$ cat src/hw/aior_pkg.sv
// Operation
// - reading board status clears latched events; global-enable mirror bit stays
// - bit 7 latches on conversion done, bit 6 on any port C change
// - any write to offset zero clears the pending interrupt condition
// - offset one reads interrupt status, writes a separate enable register
// - interrupt pin pulled low 500 ns, driven high briefly, then released
// - no further interrupt until cleared; unread conversion or toggle data keeps its source pending
// - remaining uncleared enabled events raise a fresh interrupt after clear
// - enable bit 2 gates all interrupts, low at reset; status bit 2 shows raised
// - conversion interrupt serviced by reading both result bytes plus clear write
// - toggle interrupt serviced by reading toggle register plus clear write
// - enable bit 5: interrupt on counter 1 falling edge, held until clear
// - enable bits 4 and 3: rising edges of port C lines 3 and 0
// - toggle register ORs in changed lines, returns then clears on read
// - control byte write at offset two starts a conversion, fields as listed
// - standby restarts at once; full power-down costs 50 ms before converting
// - acquisition bit high holds sampling until byte with bit 5 low, same channel
// - range doubles span, bit 3 bipolar, bits 2:0 pick one of eight inputs
// - offset two reads latest 12-bit result, word or byte at two and three
// - word writes at 4, 6, 8, A update converter outputs from low 12 bits
// - reset disables the output reference until software enables it at 18h
// - with sync trigger enabled, data writes hold; all outputs update on tick
// - registers decoded on A4..A0 below a base matched on A9..A5
// - trigger tick is counter 1; enable bit 1 starts conversions, bit 0 outputs
// - counter-started conversions use stored command, low five bits only
package aior_pkg;
  localparam logic [4:0] OFF_STATUS = 5'h00;
  localparam logic [4:0] OFF_IRQ = 5'h01;
  localparam logic [4:0] OFF_ADC_LO = 5'h02;
  localparam logic [4:0] OFF_ADC_HI = 5'h03;
  localparam logic [4:0] OFF_DAC_BASE = 5'h04;
  localparam logic [4:0] OFF_ADC_CMD = 5'h15;
  localparam logic [4:0] OFF_TRIG_EN = 5'h16;
  localparam logic [4:0] OFF_COS = 5'h17;
  localparam logic [4:0] OFF_REF = 5'h18;
  localparam int BIT_ADC = 7;
  localparam int BIT_COS = 6;
  localparam int BIT_CTR = 5;
  localparam int BIT_C3 = 4;
  localparam int BIT_C0 = 3;
  localparam int BIT_GLOBAL = 2;
  localparam int PC_LINE3 = 3;
  localparam int PC_LINE0 = 0;
  localparam int TRIG_ADC_BIT = 1;
  localparam int TRIG_DAC_BIT = 0;
  localparam int REF_BIT = 0;
  localparam int CTL_ACQ_BIT = 5;
  localparam int CTL_MODE_LSB = 6;
  localparam logic [7:0] CTL_CHAN_MASK = 8'h07;
  localparam logic [7:0] CMD_MASK = 8'h1F;
  localparam logic [7:0] IRQ_SRC_MASK = 8'hF8;
  localparam logic [1:0] MODE_FULL_DOWN = 2'h3;
  localparam int NUM_DAC = 4;
  localparam int ADC_BITS = 12;
  localparam int CLK_NS = 8;
  localparam int IRQ_LOW_NS = 500;
  localparam int IRQ_HIGH_NS = 16;
  localparam int ADC_STARTUP_MS = 50;
  localparam int IRQ_LOW_CYC = (IRQ_LOW_NS + CLK_NS - 1) / CLK_NS;
  localparam int IRQ_HIGH_CYC = (IRQ_HIGH_NS + CLK_NS - 1) / CLK_NS;
  localparam int ADC_STARTUP_CYC = ADC_STARTUP_MS * (1000000 / CLK_NS);
  typedef enum logic [1:0] {IRQ_IDLE, IRQ_PULL_LOW, IRQ_DRIVE_HIGH} aior_irq_state_t;
  typedef enum logic [1:0] {ADC_IDLE, ADC_WARMUP, ADC_HOLD, ADC_CONVERT} aior_adc_state_t;
endpackage : aior_pkg

$ cat src/hw/aior_regs.sv
`timescale 1ns/1ns
module aior_regs #(
  parameter int STARTUP_CYCLES = aior_pkg::ADC_STARTUP_CYC
) (
  input wire logic clk,
  input wire logic rst,
  input wire logic [4:0] base_sel,
  input wire logic [9:0] bus_addr,
  input wire logic bus_aen,
  input wire logic bus_ior_n,
  input wire logic bus_iow_n,
  input wire logic bus_sbhe_n,
  input wire logic [15:0] bus_data_in,
  output logic [15:0] bus_data_out,
  output logic bus_data_oe,
  output logic irq_out,
  output logic irq_oe,
  output logic adc_ctl_wr,
  output logic [7:0] adc_ctl_byte,
  input wire logic adc_done,
  input wire logic [11:0] adc_result,
  output logic adc_busy,
  input wire logic [7:0] port_c,
  input wire logic counter1_out,
  output logic [11:0] dac_value [aior_pkg::NUM_DAC],
  output logic dac_ref_en
);
  localparam logic [5:0] IRQ_LOW_LD = 6'(aior_pkg::IRQ_LOW_CYC - 1);
  localparam logic [5:0] IRQ_HIGH_LD = 6'(aior_pkg::IRQ_HIGH_CYC - 1);
  localparam logic [22:0] STARTUP_LD = 23'(STARTUP_CYCLES - 1);

  logic ior_q, iow_q;
  logic [7:0] port_c_q;
  logic ctr_q;
  logic ev_adc, ev_cos;
  logic [7:0] irq_en;
  logic [7:0] pend;
  logic irq_fired;
  logic [7:0] cos_acc;
  logic cos_read;
  logic adc_got_lo, adc_got_hi;
  logic [11:0] result;
  logic [7:0] adc_cmd;
  logic [7:0] trig_en;
  logic [7:0] dac_lo [aior_pkg::NUM_DAC];
  logic [11:0] dac_stage [aior_pkg::NUM_DAC];
  logic powered_down;
  logic [2:0] hold_chan;
  logic [22:0] warm_cnt;
  logic [5:0] irq_cnt;
  aior_pkg::aior_irq_state_t irq_state;
  aior_pkg::aior_adc_state_t adc_state;

  // decode: jumper base on A9..A5, register on A4..A0
  wire selected = !bus_aen && (bus_addr[9:5] == base_sel);
  wire [4:0] off = bus_addr[4:0];
  wire [4:0] off_hi = off + 5'h01;
  wire word = !bus_sbhe_n && !off[0];
  wire rd_go = selected && !bus_ior_n && ior_q;
  wire wr_go = selected && !bus_iow_n && iow_q;

  function automatic logic hit_lo(input logic [4:0] a, input logic [4:0] o);
    return a == o;
  endfunction : hit_lo

  function automatic logic hit_any(input logic [4:0] a, input logic [4:0] ah, input logic w,
                                   input logic [4:0] o);
    return (a == o) || (w && ah == o);
  endfunction : hit_any

  wire [7:0] wr_lo_val = bus_data_in[7:0];
  wire [7:0] wr_hi_val = bus_data_in[15:8];
  wire rd_status = rd_go && hit_lo(off, aior_pkg::OFF_STATUS);
  wire rd_cos = rd_go && hit_any(off, off_hi, word, aior_pkg::OFF_COS);
  wire rd_adc_lo = rd_go && hit_lo(off, aior_pkg::OFF_ADC_LO);
  wire rd_adc_hi = rd_go && hit_any(off, off_hi, word, aior_pkg::OFF_ADC_HI);
  wire irq_clr = wr_go && hit_lo(off, aior_pkg::OFF_STATUS);
  wire wr_irq_en = wr_go && hit_lo(off, aior_pkg::OFF_IRQ);
  wire wr_ctl = wr_go && hit_lo(off, aior_pkg::OFF_ADC_LO);
  wire wr_cmd = wr_go && hit_lo(off, aior_pkg::OFF_ADC_CMD);
  wire wr_trig = wr_go && hit_lo(off, aior_pkg::OFF_TRIG_EN);
  wire wr_ref = wr_go && hit_lo(off, aior_pkg::OFF_REF);

  // events seen on the sampled inputs
  wire [7:0] pc_change = port_c ^ port_c_q;
  wire cos_any = |pc_change;
  wire ctr_fall = ctr_q && !counter1_out;
  wire c3_rise = port_c[aior_pkg::PC_LINE3] && !port_c_q[aior_pkg::PC_LINE3];
  wire c0_rise = port_c[aior_pkg::PC_LINE0] && !port_c_q[aior_pkg::PC_LINE0];
  wire [7:0] src_event = {adc_done, cos_any, ctr_fall, c3_rise, c0_rise, 3'b000};
  wire [7:0] pend_set = src_event & irq_en & aior_pkg::IRQ_SRC_MASK;

  // conversion and toggle sources stay pending until their data has also been read
  wire adc_serviced = adc_got_lo && adc_got_hi;
  wire [7:0] svc_mask = {adc_serviced, cos_read, 6'b111111};
  wire [7:0] next_pend = (irq_clr ? (pend & ~svc_mask) : pend) | pend_set;
  wire global_en = irq_en[aior_pkg::BIT_GLOBAL];
  wire fire = global_en && !irq_fired && (|pend) &&
              (irq_state == aior_pkg::IRQ_IDLE);

  // register readback
  wire [7:0] status_byte = {ev_adc, ev_cos, 3'b000, global_en, 2'b00};
  wire [7:0] irq_byte = {pend[7:3], irq_fired, 2'b00};

  function automatic logic [7:0] reg_byte(input logic [4:0] o, input logic [7:0] st,
                                          input logic [7:0] ib, input logic [11:0] res,
                                          input logic [7:0] port_c_toggle_detect);
    case (o)
      aior_pkg::OFF_STATUS: return st;
      aior_pkg::OFF_IRQ: return ib;
      aior_pkg::OFF_ADC_LO: return res[7:0];
      aior_pkg::OFF_ADC_HI: return {4'h0, res[11:8]};
      aior_pkg::OFF_COS: return port_c_toggle_detect;
      default: return 8'h00;
    endcase
  endfunction : reg_byte

  wire [7:0] rd_lo_byte = reg_byte(off, status_byte, irq_byte, result, cos_acc);
  wire [7:0] rd_hi_byte = reg_byte(off_hi, status_byte, irq_byte, result, cos_acc);
  wire [15:0] rd_word = word ? {rd_hi_byte, rd_lo_byte} : {8'h00, rd_lo_byte};

  // conversion starts: host byte, or stored command on the counter tick
  wire ctr_adc = ctr_fall && trig_en[aior_pkg::TRIG_ADC_BIT];
  wire [7:0] ctr_byte = adc_cmd & aior_pkg::CMD_MASK;
  wire chan_same = (wr_lo_val[2:0] == hold_chan);
  wire hold_release = wr_ctl && !wr_lo_val[aior_pkg::CTL_ACQ_BIT];
  wire host_start = wr_ctl &&
                    !(adc_state == aior_pkg::ADC_HOLD && hold_release && !chan_same);
  wire start = host_start || (ctr_adc && !wr_ctl);
  wire [7:0] start_byte = host_start ? wr_lo_val : ctr_byte;
  wire start_acq = start_byte[aior_pkg::CTL_ACQ_BIT];
  wire [1:0] start_mode = start_byte[aior_pkg::CTL_MODE_LSB +: 2];
  wire dac_tick = ctr_fall && trig_en[aior_pkg::TRIG_DAC_BIT];

  always_ff @(posedge clk or posedge rst) begin
    if (rst) begin
      ior_q <= 1'b1;
      iow_q <= 1'b1;
      port_c_q <= 8'h00;
      ctr_q <= 1'b1;
    end else begin
      ior_q <= bus_ior_n;
      iow_q <= bus_iow_n;
      port_c_q <= port_c;
      ctr_q <= counter1_out;
    end
  end

  // set wins over clear on every latched flag
  always_ff @(posedge clk or posedge rst) begin
    if (rst) begin
      ev_adc <= 1'b0;
      ev_cos <= 1'b0;
      cos_acc <= 8'h00;
      pend <= 8'h00;
    end else begin
      ev_adc <= (ev_adc && !rd_status) || adc_done;
      ev_cos <= (ev_cos && !rd_status) || cos_any;
      cos_acc <= (rd_cos ? 8'h00 : cos_acc) | pc_change;
      pend <= next_pend;
    end
  end

  always_ff @(posedge clk or posedge rst) begin
    if (rst) begin
      irq_en <= 8'h00;
      irq_fired <= 1'b0;
      trig_en <= 8'h00;
      adc_cmd <= 8'h00;
      dac_ref_en <= 1'b0;
    end else begin
      if (wr_irq_en) irq_en <= wr_lo_val & ~8'h03;
      if (fire) irq_fired <= 1'b1;
      else if (irq_clr) irq_fired <= 1'b0;
      if (wr_trig) trig_en <= wr_lo_val;
      if (wr_cmd) adc_cmd <= wr_lo_val & aior_pkg::CMD_MASK;
      if (wr_ref) dac_ref_en <= wr_lo_val[aior_pkg::REF_BIT];
    end
  end

  // a fresh conversion invalidates earlier data reads
  always_ff @(posedge clk or posedge rst) begin
    if (rst) begin
      adc_got_lo <= 1'b0;
      adc_got_hi <= 1'b0;
      cos_read <= 1'b0;
      result <= 12'h000;
    end else begin
      adc_got_lo <= adc_done ? 1'b0 : (adc_got_lo || rd_adc_lo);
      adc_got_hi <= adc_done ? 1'b0 : (adc_got_hi || rd_adc_hi);
      cos_read <= cos_any ? 1'b0 : (cos_read || rd_cos);
      if (adc_done) result <= adc_result;
    end
  end

  always_ff @(posedge clk or posedge rst) begin
    if (rst) begin
      bus_data_out <= 16'h0000;
    end else if (rd_go) begin
      bus_data_out <= rd_word;
    end
  end

  assign bus_data_oe = selected && !bus_ior_n;

  // shared line: pull low, drive high to sharpen the edge, then let go
  always_ff @(posedge clk or posedge rst) begin
    if (rst) begin
      irq_state <= aior_pkg::IRQ_IDLE;
      irq_cnt <= 6'h00;
      irq_out <= 1'b1;
      irq_oe <= 1'b0;
    end else begin
      case (irq_state)
        aior_pkg::IRQ_IDLE: begin
          if (fire) begin
            irq_state <= aior_pkg::IRQ_PULL_LOW;
            irq_cnt <= IRQ_LOW_LD;
            irq_out <= 1'b0;
            irq_oe <= 1'b1;
          end
        end
        aior_pkg::IRQ_PULL_LOW: begin
          if (irq_cnt == 6'h00) begin
            irq_state <= aior_pkg::IRQ_DRIVE_HIGH;
            irq_cnt <= IRQ_HIGH_LD;
            irq_out <= 1'b1;
          end else begin
            irq_cnt <= irq_cnt - 6'h01;
          end
        end
        aior_pkg::IRQ_DRIVE_HIGH: begin
          if (irq_cnt == 6'h00) begin
            irq_state <= aior_pkg::IRQ_IDLE;
            irq_oe <= 1'b0;
          end else begin
            irq_cnt <= irq_cnt - 6'h01;
          end
        end
        default: begin
          irq_state <= aior_pkg::IRQ_IDLE;
          irq_oe <= 1'b0;
        end
      endcase
    end
  end

  // converter tracking; every accepted byte is forwarded unchanged to the converter
  always_ff @(posedge clk or posedge rst) begin
    if (rst) begin
      adc_state <= aior_pkg::ADC_IDLE;
      adc_ctl_wr <= 1'b0;
      adc_ctl_byte <= 8'h00;
      powered_down <= 1'b0;
      hold_chan <= 3'h0;
      warm_cnt <= 23'h000000;
    end else begin
      adc_ctl_wr <= start;
      if (start) begin
        adc_ctl_byte <= start_byte;
        hold_chan <= start_byte[2:0];
        powered_down <= (start_mode == aior_pkg::MODE_FULL_DOWN);
      end
      case (adc_state)
        aior_pkg::ADC_IDLE, aior_pkg::ADC_CONVERT, aior_pkg::ADC_HOLD: begin
          if (start && powered_down) begin
            adc_state <= aior_pkg::ADC_WARMUP;
            warm_cnt <= STARTUP_LD;
          end else if (start) begin
            adc_state <= start_acq ? aior_pkg::ADC_HOLD : aior_pkg::ADC_CONVERT;
          end else if (adc_done && adc_state == aior_pkg::ADC_CONVERT) begin
            adc_state <= aior_pkg::ADC_IDLE;
          end
        end
        aior_pkg::ADC_WARMUP: begin
          if (warm_cnt == 23'h000000) begin
            adc_state <= adc_ctl_byte[aior_pkg::CTL_ACQ_BIT] ? aior_pkg::ADC_HOLD
                                                             : aior_pkg::ADC_CONVERT;
          end else begin
            warm_cnt <= warm_cnt - 23'h000001;
          end
        end
        default: adc_state <= aior_pkg::ADC_IDLE;
      endcase
    end
  end

  assign adc_busy = (adc_state != aior_pkg::ADC_IDLE);

  // byte writes stage the low half; the high half commits the 12-bit value
  always_ff @(posedge clk or posedge rst) begin
    if (rst) begin
      for (int n = 0; n < aior_pkg::NUM_DAC; n++) begin
        dac_lo[n] <= 8'h00;
        dac_stage[n] <= 12'h000;
        dac_value[n] <= 12'h000;
      end
    end else begin
      for (int n = 0; n < aior_pkg::NUM_DAC; n++) begin
        if (wr_go && off == aior_pkg::OFF_DAC_BASE + 5'(2 * n)) begin
          dac_lo[n] <= wr_lo_val;
          if (word) begin
            dac_stage[n] <= {wr_hi_val[3:0], wr_lo_val};
            if (!trig_en[aior_pkg::TRIG_DAC_BIT]) dac_value[n] <= {wr_hi_val[3:0], wr_lo_val};
          end
        end else if (wr_go && off == aior_pkg::OFF_DAC_BASE + 5'(2 * n + 1)) begin
          dac_stage[n] <= {wr_lo_val[3:0], dac_lo[n]};
          if (!trig_en[aior_pkg::TRIG_DAC_BIT]) dac_value[n] <= {wr_lo_val[3:0], dac_lo[n]};
        end else if (dac_tick) begin
          dac_value[n] <= dac_stage[n];
        end
      end
    end
  end
endmodule : aior_regs

$ cat config.mk
export PLATFORM = sky130hd
export DESIGN_NAME = aior_regs
export DESIGN_NICKNAME = d
export VERILOG_FILES = /design/src/hw/aior_pkg.sv /design/src/hw/aior_regs.sv
export SDC_FILE = /design/constraint.sdc
export NUM_CORES = 1
export LEC_CHECK = 0
export ABC_CLOCK_PERIOD_IN_PS = 7440
export BUFFER_PORTS_ARGS = -buffer_cell sky130_fd_sc_hd__buf_2
export CORE_MARGIN = 5
export CORE_UTILIZATION = 45
export DETAILED_ROUTE_END_ITERATION = 8
export PLACE_DENSITY = 0.76
export SKIP_CTS_REPAIR_TIMING = 1
export SYNTH_ARGS = -nofsm -noshare
export SYNTH_HDL_FRONTEND = slang
export SYNTH_SLANG_ARGS = --single-unit
$ cat constraint.sdc
create_clock -name clk -period 7.44 [get_ports clk]
set_input_delay 0.372 -clock clk [delete_from_list [all_inputs] [get_ports clk]]
set_output_delay 0.372 -clock clk [all_outputs]
set_load 0.01 [all_outputs]
# After elaboration in Yosys (flattened, before gate mapping)
# Cells that the tools add are included.
# word_totals
reg_bits	251
latch_bits	0
ramBits	0
romBits	0
inputBits	59
out_inout_bits	78
word_cells	260
n_memories	0
# classes
n_addsub	3
mul	0
n_div	0
order_cmp	0
eq_ne	47
shifts	0
muxes	62
bitwise	7
n_reduce_logical	101
# op_table
op	n
2-to-1 mux 12 bit	27
one-hot mux 8 bit (5 select lines)	2
2-to-1 mux 23 bit	2
one-hot mux 23 bit (2 select lines)	1
logical AND 1 bit	44
inequality test 2 bit, second input constant	19
== test 5 bit, second input constant	5
2-to-1 mux 8 bit	3
zero test 23 bit	1
subtractor 23 x 1 -> 23 bit, second input constant	1
== test 5 x 2 -> 1 bit, second input constant	4
== test 5 x 3 -> 1 bit, second input constant	4
== test 5 x 4 -> 1 bit, second input constant	4
2-to-1 mux 6 bit	3
one-hot mux 6 bit (3 select lines)	1
bitwise AND 8 bit	2
2-to-1 mux 16 bit	1
bitwise OR 8 bit	2
AND reduction 4 bit	4
OR reduction 8 bit	2
nonzero test 3 bit	5
zero test 1 bit	14
2-to-1 mux 2 bit	7
nonzero test 2 bit	7
other kinds (23)	55

# Logic depth before layout (Yosys ltp)
# Gate-level depths: netlist (run 1).
# logic_depth
word_depth	15
ltp_mapped	9
depth_no_buf	8

# Worst setup path after synthesis (run 1)
# No wires, ideal clock.
# synth_timing
path_type	in2reg
start	in base_sel[3]
end	reg dac_value[32] in the netlist's numbering
setup_ns	0.126
t_arrival_ns	2.567
required_ns	7.314
path_slack_ns	4.747
stages	9
n_path_buf	3
path_cell_list	xor2_1 or4_1 buf_2 or4_1 clkbuf_2 nor3_4 nor2_2 buf_6 a221o_1
# synth_via
elab_chain_cells	7
elab_cells_between_ends	13
cone_classes	4 x eq/ne; 2 x mux; 7 x reduce/logical
# synth_rtl
element	line_no	source
start, declared	aior_regs.sv:7	input wire logic [4:0] base_sel,
== test 5 bit (*)	aior_regs.sv:55	wire selected = !bus_aen && (bus_addr[9:5] == base_sel);
logical AND 1 bit (*)	aior_regs.sv:55	
logical AND 1 bit (*) (2 in series)	aior_regs.sv:60	wire wr_go = selected && !bus_iow_n && iow_q;
logical AND 1 bit, on equally long branches	aior_regs.sv:300, aior_regs.sv:306	
inequality test 2 bit (no source line) (tied with other cells)	--	
AND reduction 4 bit (no source line) / 2-to-1 mux 12 bit (equally long branches)	--	
end signal, assigned by index	aior_regs.sv:304	if (!trig_en[aior_pkg::TRIG_DAC_BIT]) dac_value[n] <= {wr_hi_val[3:0], wr_lo_val};
end signal, assigned by index	aior_regs.sv:308	if (!trig_en[aior_pkg::TRIG_DAC_BIT]) dac_value[n] <= {wr_lo_val[3:0], dac_lo[n]};
end signal, assigned by index	aior_regs.sv:310	dac_value[n] <= dac_stage[n];
end, declared	aior_regs.sv:25	output logic [11:0] dac_value [aior_pkg::NUM_DAC],
# Every way passes the cells marked *; elsewhere a longest branch is shown, timed or not.
# A chain may end at the register's enable or synchronous reset.

# Worst setup path after layout (run 1)
# layout_timing
start	in bus_iow_n
end	reg dac_value[9] in the netlist's numbering
# layout_via
elab_chain_cells	6
elab_cells_between_ends	12
cone_classes	3 x eq/ne; 2 x mux; 7 x reduce/logical
# layout_rtl
element	line_no	source
start, declared	aior_regs.sv:11	input wire logic bus_iow_n,
zero test 1 bit (*)	aior_regs.sv:60	
logical AND 1 bit (*) (2 in series)	aior_regs.sv:60	
logical AND 1 bit, on equally long branches	aior_regs.sv:306, aior_regs.sv:300	
inequality test 2 bit (no source line) (tied with other cells)	--	
AND reduction 4 bit (no source line) / 2-to-1 mux 12 bit (equally long branches)	--	
# Marks and branches as above.

==> results of run 1 <==
==> final cells by class <==
| cell class | count | area share |
|---|---|---|
| diodes | 3 | 0.000557 |
| clock buffers | 36 | 0.0532 |
| clock inverters | 9 | 0.0112 |
| inverters | 29 | 0.00863 |
| multi-input cells | 820 | 0.375 |
| flip-flops and latches | 245 | 0.455 |
| well taps | 330 | 0.0306 |
| repair buffers | 158 | 0.0657 |
==> power by group <==
group	leakage [µW]	total, µW	internal [µW]	switching [µW]
Combinational	0.00259	295	106	188
Clock	0.000424	1330	807	524
Sequential	0.00316	1410	1380	34.7
==> cell usage in the layout (no fill, tap or decap), drive strengths merged, types with 5 or more instances in the layout <==
cell type and count:
dfrtp 241, buf 146, nand2 130, nor2 128, a21oi 90, o21ai 70, mux2 54, nor3 45
clkbuf 36, nor2b 29, inv 28, a211oi 24, mux2i 17, nor4 17, a21o 16, o22ai 16
a221oi 15, a221o 13, a31oi 12, dlygate4sd3 12, nand2b 11, a22o 11, xor2 10, xnor2 9
nand4 9, nand3 8, o221a 8, ha 8, or4 7, a222oi 7, and3 5, or3 5
nor3b 5, a2111oi 5, clkinv 5
==> cells in the mapped netlist, drive strengths merged, types with 7 or more instances <==
library cell	n	area share
a211oi	24	0.016
a221oi	15	0.011
buf	12	0.0050
or4	7	0.0046
nor2b	29	0.016
a21o	16	0.010
ha	8	0.0087
xnor2	9	0.0068
mux2	54	0.053
nor2	128	0.042
nand3	8	0.0035
o22ai	16	0.0087
a31oi	12	0.0065
nand2	130	0.042
inv	28	0.0091
a21oi	90	0.039
a221o	13	0.011
nor3	45	0.022
nor4	17	0.010
clkbuf	55	0.018
nand2b	11	0.0060
o21ai	70	0.030
o221a	8	0.0078
a222oi	7	0.0061
a22o	11	0.0084
mux2i	17	0.015
nand4	9	0.0049
xor2	10	0.0076
dfrtp	241	0.52
==> metrics by stage <==
step                hold WS (ns)  power (µW)  cell area [µm²]  utilization
detailed placement         0.463        1720            12500        0.496
floorplan                  0.376        1620            11500            -
global route              0.0757        3140            13500        0.535
CTS                      -0.0627        3050            13300        0.530
finish                    0.0790        3040            13500        0.535
global placement           0.457        1710            12500        0.496
==> registers in the layout, indices dropped and copies added, names as in the netlist, 6 cells and up <==
| name | flops |
|---|---|
| dac_stage | 48 |
| dac_value | 48 |
| dac_lo | 32 |
| warm_cnt | 23 |
| bus_data_out | 16 |
| result | 12 |
| adc_ctl_byte | 8 |
| cos_acc | 8 |
| port_c_q | 8 |
| irq_cnt | 6 |
| irq_en | 6 |
==> layer usage <==
layer,wire (µm),GRT usage
met1,13000,0.286
met2,15000,0.344
met3,2380,0.0397
met4,1290,0.0903
met5,0,0
==> worst max-delay path, stage by stage <==
cell           delay, ns
dlygate4sd3_1       0.56
buf_2               0.14
nor2b_1             0.17
nand3_1             0.28
or4_1               0.79
nor3_2              0.83
nor2_1              0.24
a221o_1             0.35
==> path summary, 6_finish.rpt <==
| kind | startpoint | endpoint | cells after the start |
|---|---|---|---|
| worst max-delay path | bus_iow_n | dac_value[9]$_DFFE_PP0P_ | 8 |
| worst min-delay path | adc_result[8] | result[8]$_DFFE_PP0P_ | 2 |
| worst max register to register | iow_q$_DFF_PP1_ | dac_value[9]$_DFFE_PP0P_ | 6 |
| worst min register to register | dac_value[13]$_DFFE_PP0P_ | dac_value[13]$_DFFE_PP0P_ | 2 |
| max in group asynchronous | rst | port_c_q[1]$_DFF_PP0_ | 4 |
| min in group asynchronous | rst | adc_ctl_wr$_DFF_PP0_ | 3 |
==> cells by family after synthesis <==
family	count (synthesis)	share of synthesized area
mux	71	0.0675
simple gates	415	0.171
xor+xnor	19	0.0144
flops	245	0.532
fa+ha+maj	8	0.00868
compound gates	307	0.174
buf+inv	96	0.0324
==> qor.yml, run 1 <==
hold_violations: 0
place_ws_ns: 3.70
synth_seq_cells: 245
worstSetupStartpointType: "primary input"
cp_data_required_time_ns: 7.84
via_per_inst: 5.85
cts_buffers: 25
ys_warn_count: 0
multi_input_area_um2: 5050
crit_type: "primary input to flop"
areaGrowthSynthToFinish_pct: 16.8
netlist-cell-type-count: 63
seq_area_um2: 6140
hpwl_um: 21400
drt-wirelength-per-cell_um: 19.4
io_buffers: 132
p_leak_uw: 0.00617
ys_seq_area_frac: 0.532
synthesis.area_um2: 11500
vias: 9543
die_h_um: 170
critPathMaxFanout: 17
start_util: 0.458
n_fill_cell: 2180
end_kind: "flop"
io_pins: 137
fmax_ghz: 0.299
die_w_um: 170
dieArea_um2: 28900
clockBufferDepth: 3
worstMarginPinSlew_ns: 1.21
synthArstFlopShare: 1.00
htreeDepth: 1
worstSkewPairLatency_ns: 0.52
cap_violations: 0
ant_nets: 0
setup_viol: 0
overflow: 0
final_layout_size_suffix_gt1_frac: 0.210
drc: 0
rows: 58
wl_um: 31700
clockRootBuffer: "clkbuf_16"
clock_skew_ns: 0.00848
finalCriticalPeriod_ns: 3.34
antenna_found_initial: 3
fin_crit_sh: 0.449
cts_tree: "done"
fin_cells: 1630
relSlewSlack: 0.184
nets: 1346
power_density_nw_per_um2: 225
clkTransAtPathRegs_ns: 0.06
syn_area_per_cell_um2: 9.94
ir_drop_v: 0.000129
design.core.area_um2: 25200
setup_ws_ns: 4.10
fin_tns_setup_ns: 0
rsz0062_at_grt: "no"
grt_pass1_vias: 9359
status: "complete, no violations"
synth_nets: 1228
hp-class: "primary input to flop"
grt_max_degree: 85
yosys_most_used_dff: "dfrtp_1"
arrival_ns: 3.74
drt_iter0_drc: 859
slew_viol_final: 0
grt_pass1_wl_um: 50300
synth_edf_count: 0
grt_usage: 0.214
gp_congestion: 0.902
place_inst: 1570
synthCells: 1161
dr.pass1.iters: 7
cts_sinks: 245
r2r_slack_ns: 4.12
Power figures use the tool's default switching activity.
==> run 2, diff against run 1 <==
- ABC_AREA: not set -> 1
- ABC_CLOCK_PERIOD_IN_PS: 7440 -> 2850
- PLACE_DENSITY: 0.76 -> 0.75
- clock period: 7.44 -> 2.85 ns (I/O delays scaled with it)
==> qor.yml, run 2 <==
highest_layer: "met5"
synth_seq_cells: 245  # unchanged
yosys_most_used_dff: "dfrtp_1"
wl_um: 31900  # +0.82%
rows: 60  # +3.4%
gp_congestion: 0.871  # -3.4%
dr.pass1.iters: 5  # -2
ys_seq_area_frac: 0.508  # -0.0241
arrival_ns: 3.00  # -0.74 ns
antenna_found_initial: 3  # unchanged
m1WireLength_um: 13800  # +6.0%
ys_top_cells_by_area: "dfrtp_1 (50%), nand2_1 (18%), o21ai_0 (6.5%)"
cts_buffers: 27  # +8.0%
hold_violations: 0  # unchanged
hp-class: "primary input to flop"
grt_pass1_vias: 10500  # +13%
fin_tns_setup_ns: 0  # unchanged
reg_top3: "dac_stage (48), dac_value (48), dac_lo (32)"
fin_cells: 2071  # +27%
drc: 0  # unchanged
cts_tree: "done"
clock_skew_ns: 0.0169  # +0.00847 ns
rsz0062_at_grt: "no"
synth_common_cells: "nand2_1 (577), dfrtp_1 (241), o21ai_0 (158)"
vias: 10900  # +14%
setup_viol: 0  # unchanged
worstSkewPairLatency_ns: 0.53  # about the same
worstMarginPinSlew_ns: 0.956  # -0.259 ns
areaGrowthSynthToFinish_pct: 17.5
synthesis.area_um2: 12100  # +4.7%
nets: 1780  # +32%
drt-wirelength-per-cell_um: 15.4  # -21%
cap_violations: 0  # unchanged
cts_sinks: 245  # unchanged
netlist-cell-type-count: 41  # -35%
die_h_um: 174  # +2.2%
design.core.area_um2: 26700  # +6.1%
synth_nets: 1629  # +33%
start_util: 0.452  # -0.00601
synthCells: 1562  # +35%
finalCriticalPeriod_ns: 2.60
cp_data_required_time_ns: 3.25  # -4.59 ns
worstSetupStartpointType: "flop"
drt_iter0_drc: 942  # +9.7%
io_pins: 137  # unchanged
status: "complete, no violations"
hpwl_um: 22100  # +2.9%
fmax_ghz: 0.384
ant_nets: 0  # unchanged
clockRootBuffer: "clkbuf_16"
clkTransAtPathRegs_ns: 0.06  # about the same
grt_usage: 0.207  # -0.00664
met3_length_um: 2170  # -9.1%
power_density_nw_per_um2: 551  # +140%
critPathMaxFanout: 19  # +2
place_inst: 1995  # +27%
clockBufferDepth: 3  # unchanged
io_buffers: 132  # unchanged
synth_most_common_cell: "nand2_1"
crit_type: "flop to flop"
htreeDepth: 1  # unchanged
synth_top_area_share: 0.499  # -0.0237
via_per_inst: 5.24  # -10%
final_layout_size_suffix_gt1_frac: 0.138  # -0.0723
synth_edf_count: 0  # unchanged
p_leak_uw: 0.00763  # +24%
dieArea_um2: 30200  # +4.5%
synthArstFlopShare: 1.00  # unchanged
wl_met2_um: 14900  # -0.56%
final_cell_mix: "nand2_1 (576), dfrtp_1 (241), o21ai_0 (158), inv_1 (136), buf_2 (132)"
end_kind: "flop"
n_fill_cell: 2583  # +18%
overflow: 0  # unchanged
grt_max_degree: 98  # +15%
die_w_um: 174  # +2.2%
ir_drop_v: 0.000402  # +210%
ys_warn_count: 0  # unchanged
fin_crit_sh: 0.913
yosys.area.top_type: "dfrtp_1"
layout_commonest_cell: "nand2_1"
slew_viol_final: 0  # unchanged
relSlewSlack: 0.363  # +0.179
syn_area_per_cell_um2: 7.74  # -22%
grt_pass1_wl_um: 52500  # +4.3%
[run 2: logic make-up after synthesis]
kind of cell	after synthesis	share of synthesized area
buf+inv	204	0.0709
simple gates	781	0.263
flops	245	0.508
compound gates	294	0.128
fa+ha+maj	8	0.00828
xor+xnor	30	0.0217
[run 2: final timing paths]
kind	to	startpoint	slack [ns]	depth (start not counted)
setup / recovery	dac_value[25]$_DFFE_PP0P_	iow_q$_DFF_PP1_	0.25	13
hold / removal	dac_stage[20]$_DFFE_PP0P_	bus_data_in[8]	0.006	5
setup reg to reg	dac_value[25]$_DFFE_PP0P_	iow_q$_DFF_PP1_	0.25	13
hold reg to reg	dac_stage[16]$_DFFE_PP0P_	dac_stage[16]$_DFFE_PP0P_	0.47	2
max in group asynchronous	dac_value[40]$_DFFE_PP0P_	rst	1.68	4
min in group asynchronous	port_c_q[5]$_DFF_PP0_	rst	0.25	3
[run 2: power by group]
part	internal (µW)	switching, µW
Sequential	3610	76.9
Clock	1970	1370
Combinational	272	521
[run 2: final cells by class]
type / instances / area, µm² / area share
antenna: 1 / 2.50 / 0.000176
clock buffer: 38 / 737 / 0.0519
clock inverter: 7 / 91.3 / 0.00643
inverter: 142 / 539 / 0.0380
multi-input combinational: 1113 / 5100 / 0.359
sequential: 245 / 6140 / 0.432
tap: 341 / 427 / 0.0301
timing repair buffer: 184 / 1160 / 0.0820
[run 2: worst max-delay path: stages (launching register included)]
cell and delay (ns):
dfstp_2 0.51, inv_1 0.04, nor2_2 0.19, inv_1 0.08, nor2_2 0.10, buf_4 0.23
buf_4 0.27, nand2_2 0.26, nand3_1 0.18, o21ai_2 0.09, inv_1 0.06, nand2_1 0.24
nand2_1 0.15, nand2_1 0.06
[run 2: layer usage]
layer,GRT usage,up-vias
met5,0,-
met4,0.0699,4
met3,0.0375,75
met2,0.339,380
met1,0.280,5125
li1,-,5275
[run 2: metrics by stage]
step	hold WS [ns]	setup slack [ns]	area [µm²]	power, µW	util
after detailed placement	0.262	0.157	13100	4510	0.488
after global routing	0.0444	0.0333	14200	8120	0.531
after floorplan	0.147	-0.507	12100	4230	-
final	0.00574	0.248	14200	7820	0.531
after CTS	-0.294	0.131	13900	7820	0.519
after global placement	0.250	0.228	13100	4470	0.488
==> run 3, diff against run 2 <==
- GPL_TIMING_DRIVEN: not set -> 1
- MAX_ROUTING_LAYER: not set -> met4
==> qor.yml, run 3 (synthesized netlist as in run 2, its figures left out) <==
rsz0062_at_grt: "no"
path_cells: "inv_1 > nor2_2 > inv_1 > nor2_2 > buf_4 > buf_4 > nand2_2 > nand3_1 > o21ai_2 > inv_1 > nand2_1 > nand2_1 > nand2_1"
ir_drop_v: 0.000403  # +0.24%
reg_top3: "dac_stage (48), dac_value (48), dac_lo (32)"
wl_um: 32000  # about the same
setup_viol: 0  # unchanged
nets: 1780  # unchanged
p_int_uw: 5850  # about the same
cp_data_required_time_ns: 3.25  # about the same
rows: 60  # unchanged
overflow: 0  # unchanged
final_layout_size_suffix_gt1_frac: 0.138  # unchanged
comb_power_share: 0.101  # about the same
relSlewSlack: 0.373  # +0.0107
crit_type: "flop to flop"
status: "complete, no violations"
clockRootBuffer: "clkbuf_16"
die_w_um: 174  # unchanged
htreeDepth: 1  # unchanged
worstMarginPinSlew_ns: 0.940  # -0.0161 ns
dieArea_um2: 30200  # unchanged
hp-class: "primary input to flop"
clock_skew_ns: 0.0186  # +0.00163 ns
grt_pass1_vias: 10600  # +0.038%
fin_cells: 2073  # +0.097%
clkTransAtPathRegs_ns: 0.06  # about the same
cts_sinks: 245  # unchanged
critPathMaxFanout: 19  # unchanged
cts_buffers: 27  # unchanged
fin_crit_sh: 0.918  # +0.00477
final_cell_mix: "nand2_1 (576), dfrtp_1 (241), o21ai_0 (158), inv_1 (136), buf_2 (132)"
areaGrowthSynthToFinish_pct: 17.5  # about the same
die_h_um: 174  # unchanged
path_buf_inv: 5  # unchanged
grt_usage: 0.213  # +0.00607
hold_violations: 0  # unchanged
io_buffers: 132  # unchanged
io_pins: 137  # unchanged
drt-wirelength-per-cell_um: 15.4  # about the same
n_fill_cell: 2581  # -0.077%
whs_endpoint: "dac_stage[20]$_DFFE_PP0P_"
place_inst: 1995  # unchanged
hp-start: "bus_data_in[8]"
vias: 10900  # -0.028%
utilization: 0.531  # about the same
dr.pass1.iters: 5  # unchanged
gp_congestion: 0.885  # +1.6%
p_leak_uw: 0.00763  # about the same
end_kind: "flop"
arrival_ns: 3.02  # +0.02 ns
power_density_nw_per_um2: 551  # about the same
layout_commonest_cell: "nand2_1"
slowest_delay_ns: 0.51  # about the same
r2r_slack_ns: 0.23  # about the same
ant_nets: 0  # unchanged
grt_pass1_wl_um: 52500  # about the same
drt_iter0_drc: 961  # +2.0%
crit_family: "simple AND/OR/NAND/NOR gates"
slew_viol_final: 0  # unchanged
place_area_um2: 13100  # unchanged
seqPwrFrac: 0.471  # about the same
finalCriticalPeriod_ns: 2.62  # +0.0136 ns
design.core.area_um2: 26700  # unchanged
cap_violations: 0  # unchanged
clockBufferDepth: 3  # unchanged
p_sw_frac: 0.252  # -0.000390
clkPwrFrac: 0.427  # about the same
reg2reg_depth: 13  # unchanged
cts_tree: "done"
min_path_cells: 5  # unchanged
final_area_um2: 14200  # about the same
hpwl_um: 22100  # unchanged
antenna_found_initial: 3  # unchanged
grt_max_degree: 98  # unchanged
fmax_ghz: 0.382  # -0.52%
via_per_inst: 5.24  # -0.12%
start_util: 0.452  # unchanged
power_switching_uw: 1970  # -0.21%
worstSetupStartpointType: "flop"
r2r_start: "iow_q$_DFF_PP1_"
drc: 0  # unchanged
crit_slowest_cell: "dfstp_2"
worstSkewPairLatency_ns: 0.53  # about the same
r2r_end: "dac_value[25]$_DFFE_PP0P_"
==> run 3: changes by cell type in the layout (fill, tap and decap cells not counted) <==
| cell | change |
|---|---|
| diode_2 | +2 |
==> run 3: worst min-delay path: cells and delay by family <==
| family | cells | cell delay [ns] |
|---|---|---|
| buffers and inverters | 1 | 0.11 |
| AND/OR/NAND/NOR | 2 | 0.10 |
| AO/OA/AOI/OAI | 2 | 0.13 |
==> run 3: metal layers <==
layer | wire [µm] | vias up | GRT usage | share of wire
met5 | 0 | - | - | 0
met4 | 1050 | 0 | 0.0699 | 0.033
met3 | 2190 | 79 | 0.0340 | 0.068
met2 | 14900 | 383 | 0.338 | 0.47
met1 | 13800 | 5116 | 0.283 | 0.43
li1 | - | 5278 | - | -
==> run 3: area by class of cell <==
cell class / instances / area, µm² / share of cell area
clock inverters: 7 / 91.3 / 0.00643
diodes: 3 / 7.51 / 0.000529
well taps: 341 / 427 / 0.0300
inverters: 142 / 539 / 0.0380
multi-input cells: 1113 / 5100 / 0.359
repair buffers: 184 / 1160 / 0.0819
clock buffers: 38 / 737 / 0.0519
flip-flops and latches: 245 / 6140 / 0.432
==> run 3: power groups by stage <==
| stage | Sequential [µW] | Combinational, µW | Clock (µW) |
|---|---|---|---|
| after floorplan | 3750 | 479 | 0 |
| after global placement | 3740 | 729 | 0 |
| after detailed placement | 3750 | 762 | 0 |
| after global routing | 3700 | 892 | 3530 |
| final | 3690 | 791 | 3340 |
| after CTS | 3690 | 764 | 3370 |
==> run 3: worst max path at each step <==
stage                               start                   endpoint  slack (ns)  cells after the start
after floorplan                       rst     adc_cmd[0]$_DFFE_PP0P_       -0.51                      1
after global placement    iow_q$_DFF_PP1_  dac_value[10]$_DFFE_PP0P_        0.23                     12
after detailed placement  iow_q$_DFF_PP1_  dac_stage[34]$_DFFE_PP0P_        0.16                     11
after CTS                 iow_q$_DFF_PP1_  dac_stage[34]$_DFFE_PP0P_        0.13                     11
after global routing      iow_q$_DFF_PP1_  dac_value[42]$_DFFE_PP0P_        0.03                     12
final                     iow_q$_DFF_PP1_  dac_value[25]$_DFFE_PP0P_        0.23                     13
==> run 3: through the flow <==
step | hold WS (ns) | setup TNS (ns) | setup WS [ns] | total power, µW
after detailed placement | 0.262 | 0 | 0.157 | 4510
after global routing | 0.0444 | 0 | 0.0324 | 8120
after CTS | -0.294 | 0 | 0.131 | 7820
after floorplan | 0.147 | -122.19 | -0.507 | 4230
final | 0.00288 | 0 | 0.234 | 7820
after global placement | 0.250 | 0 | 0.228 | 4470
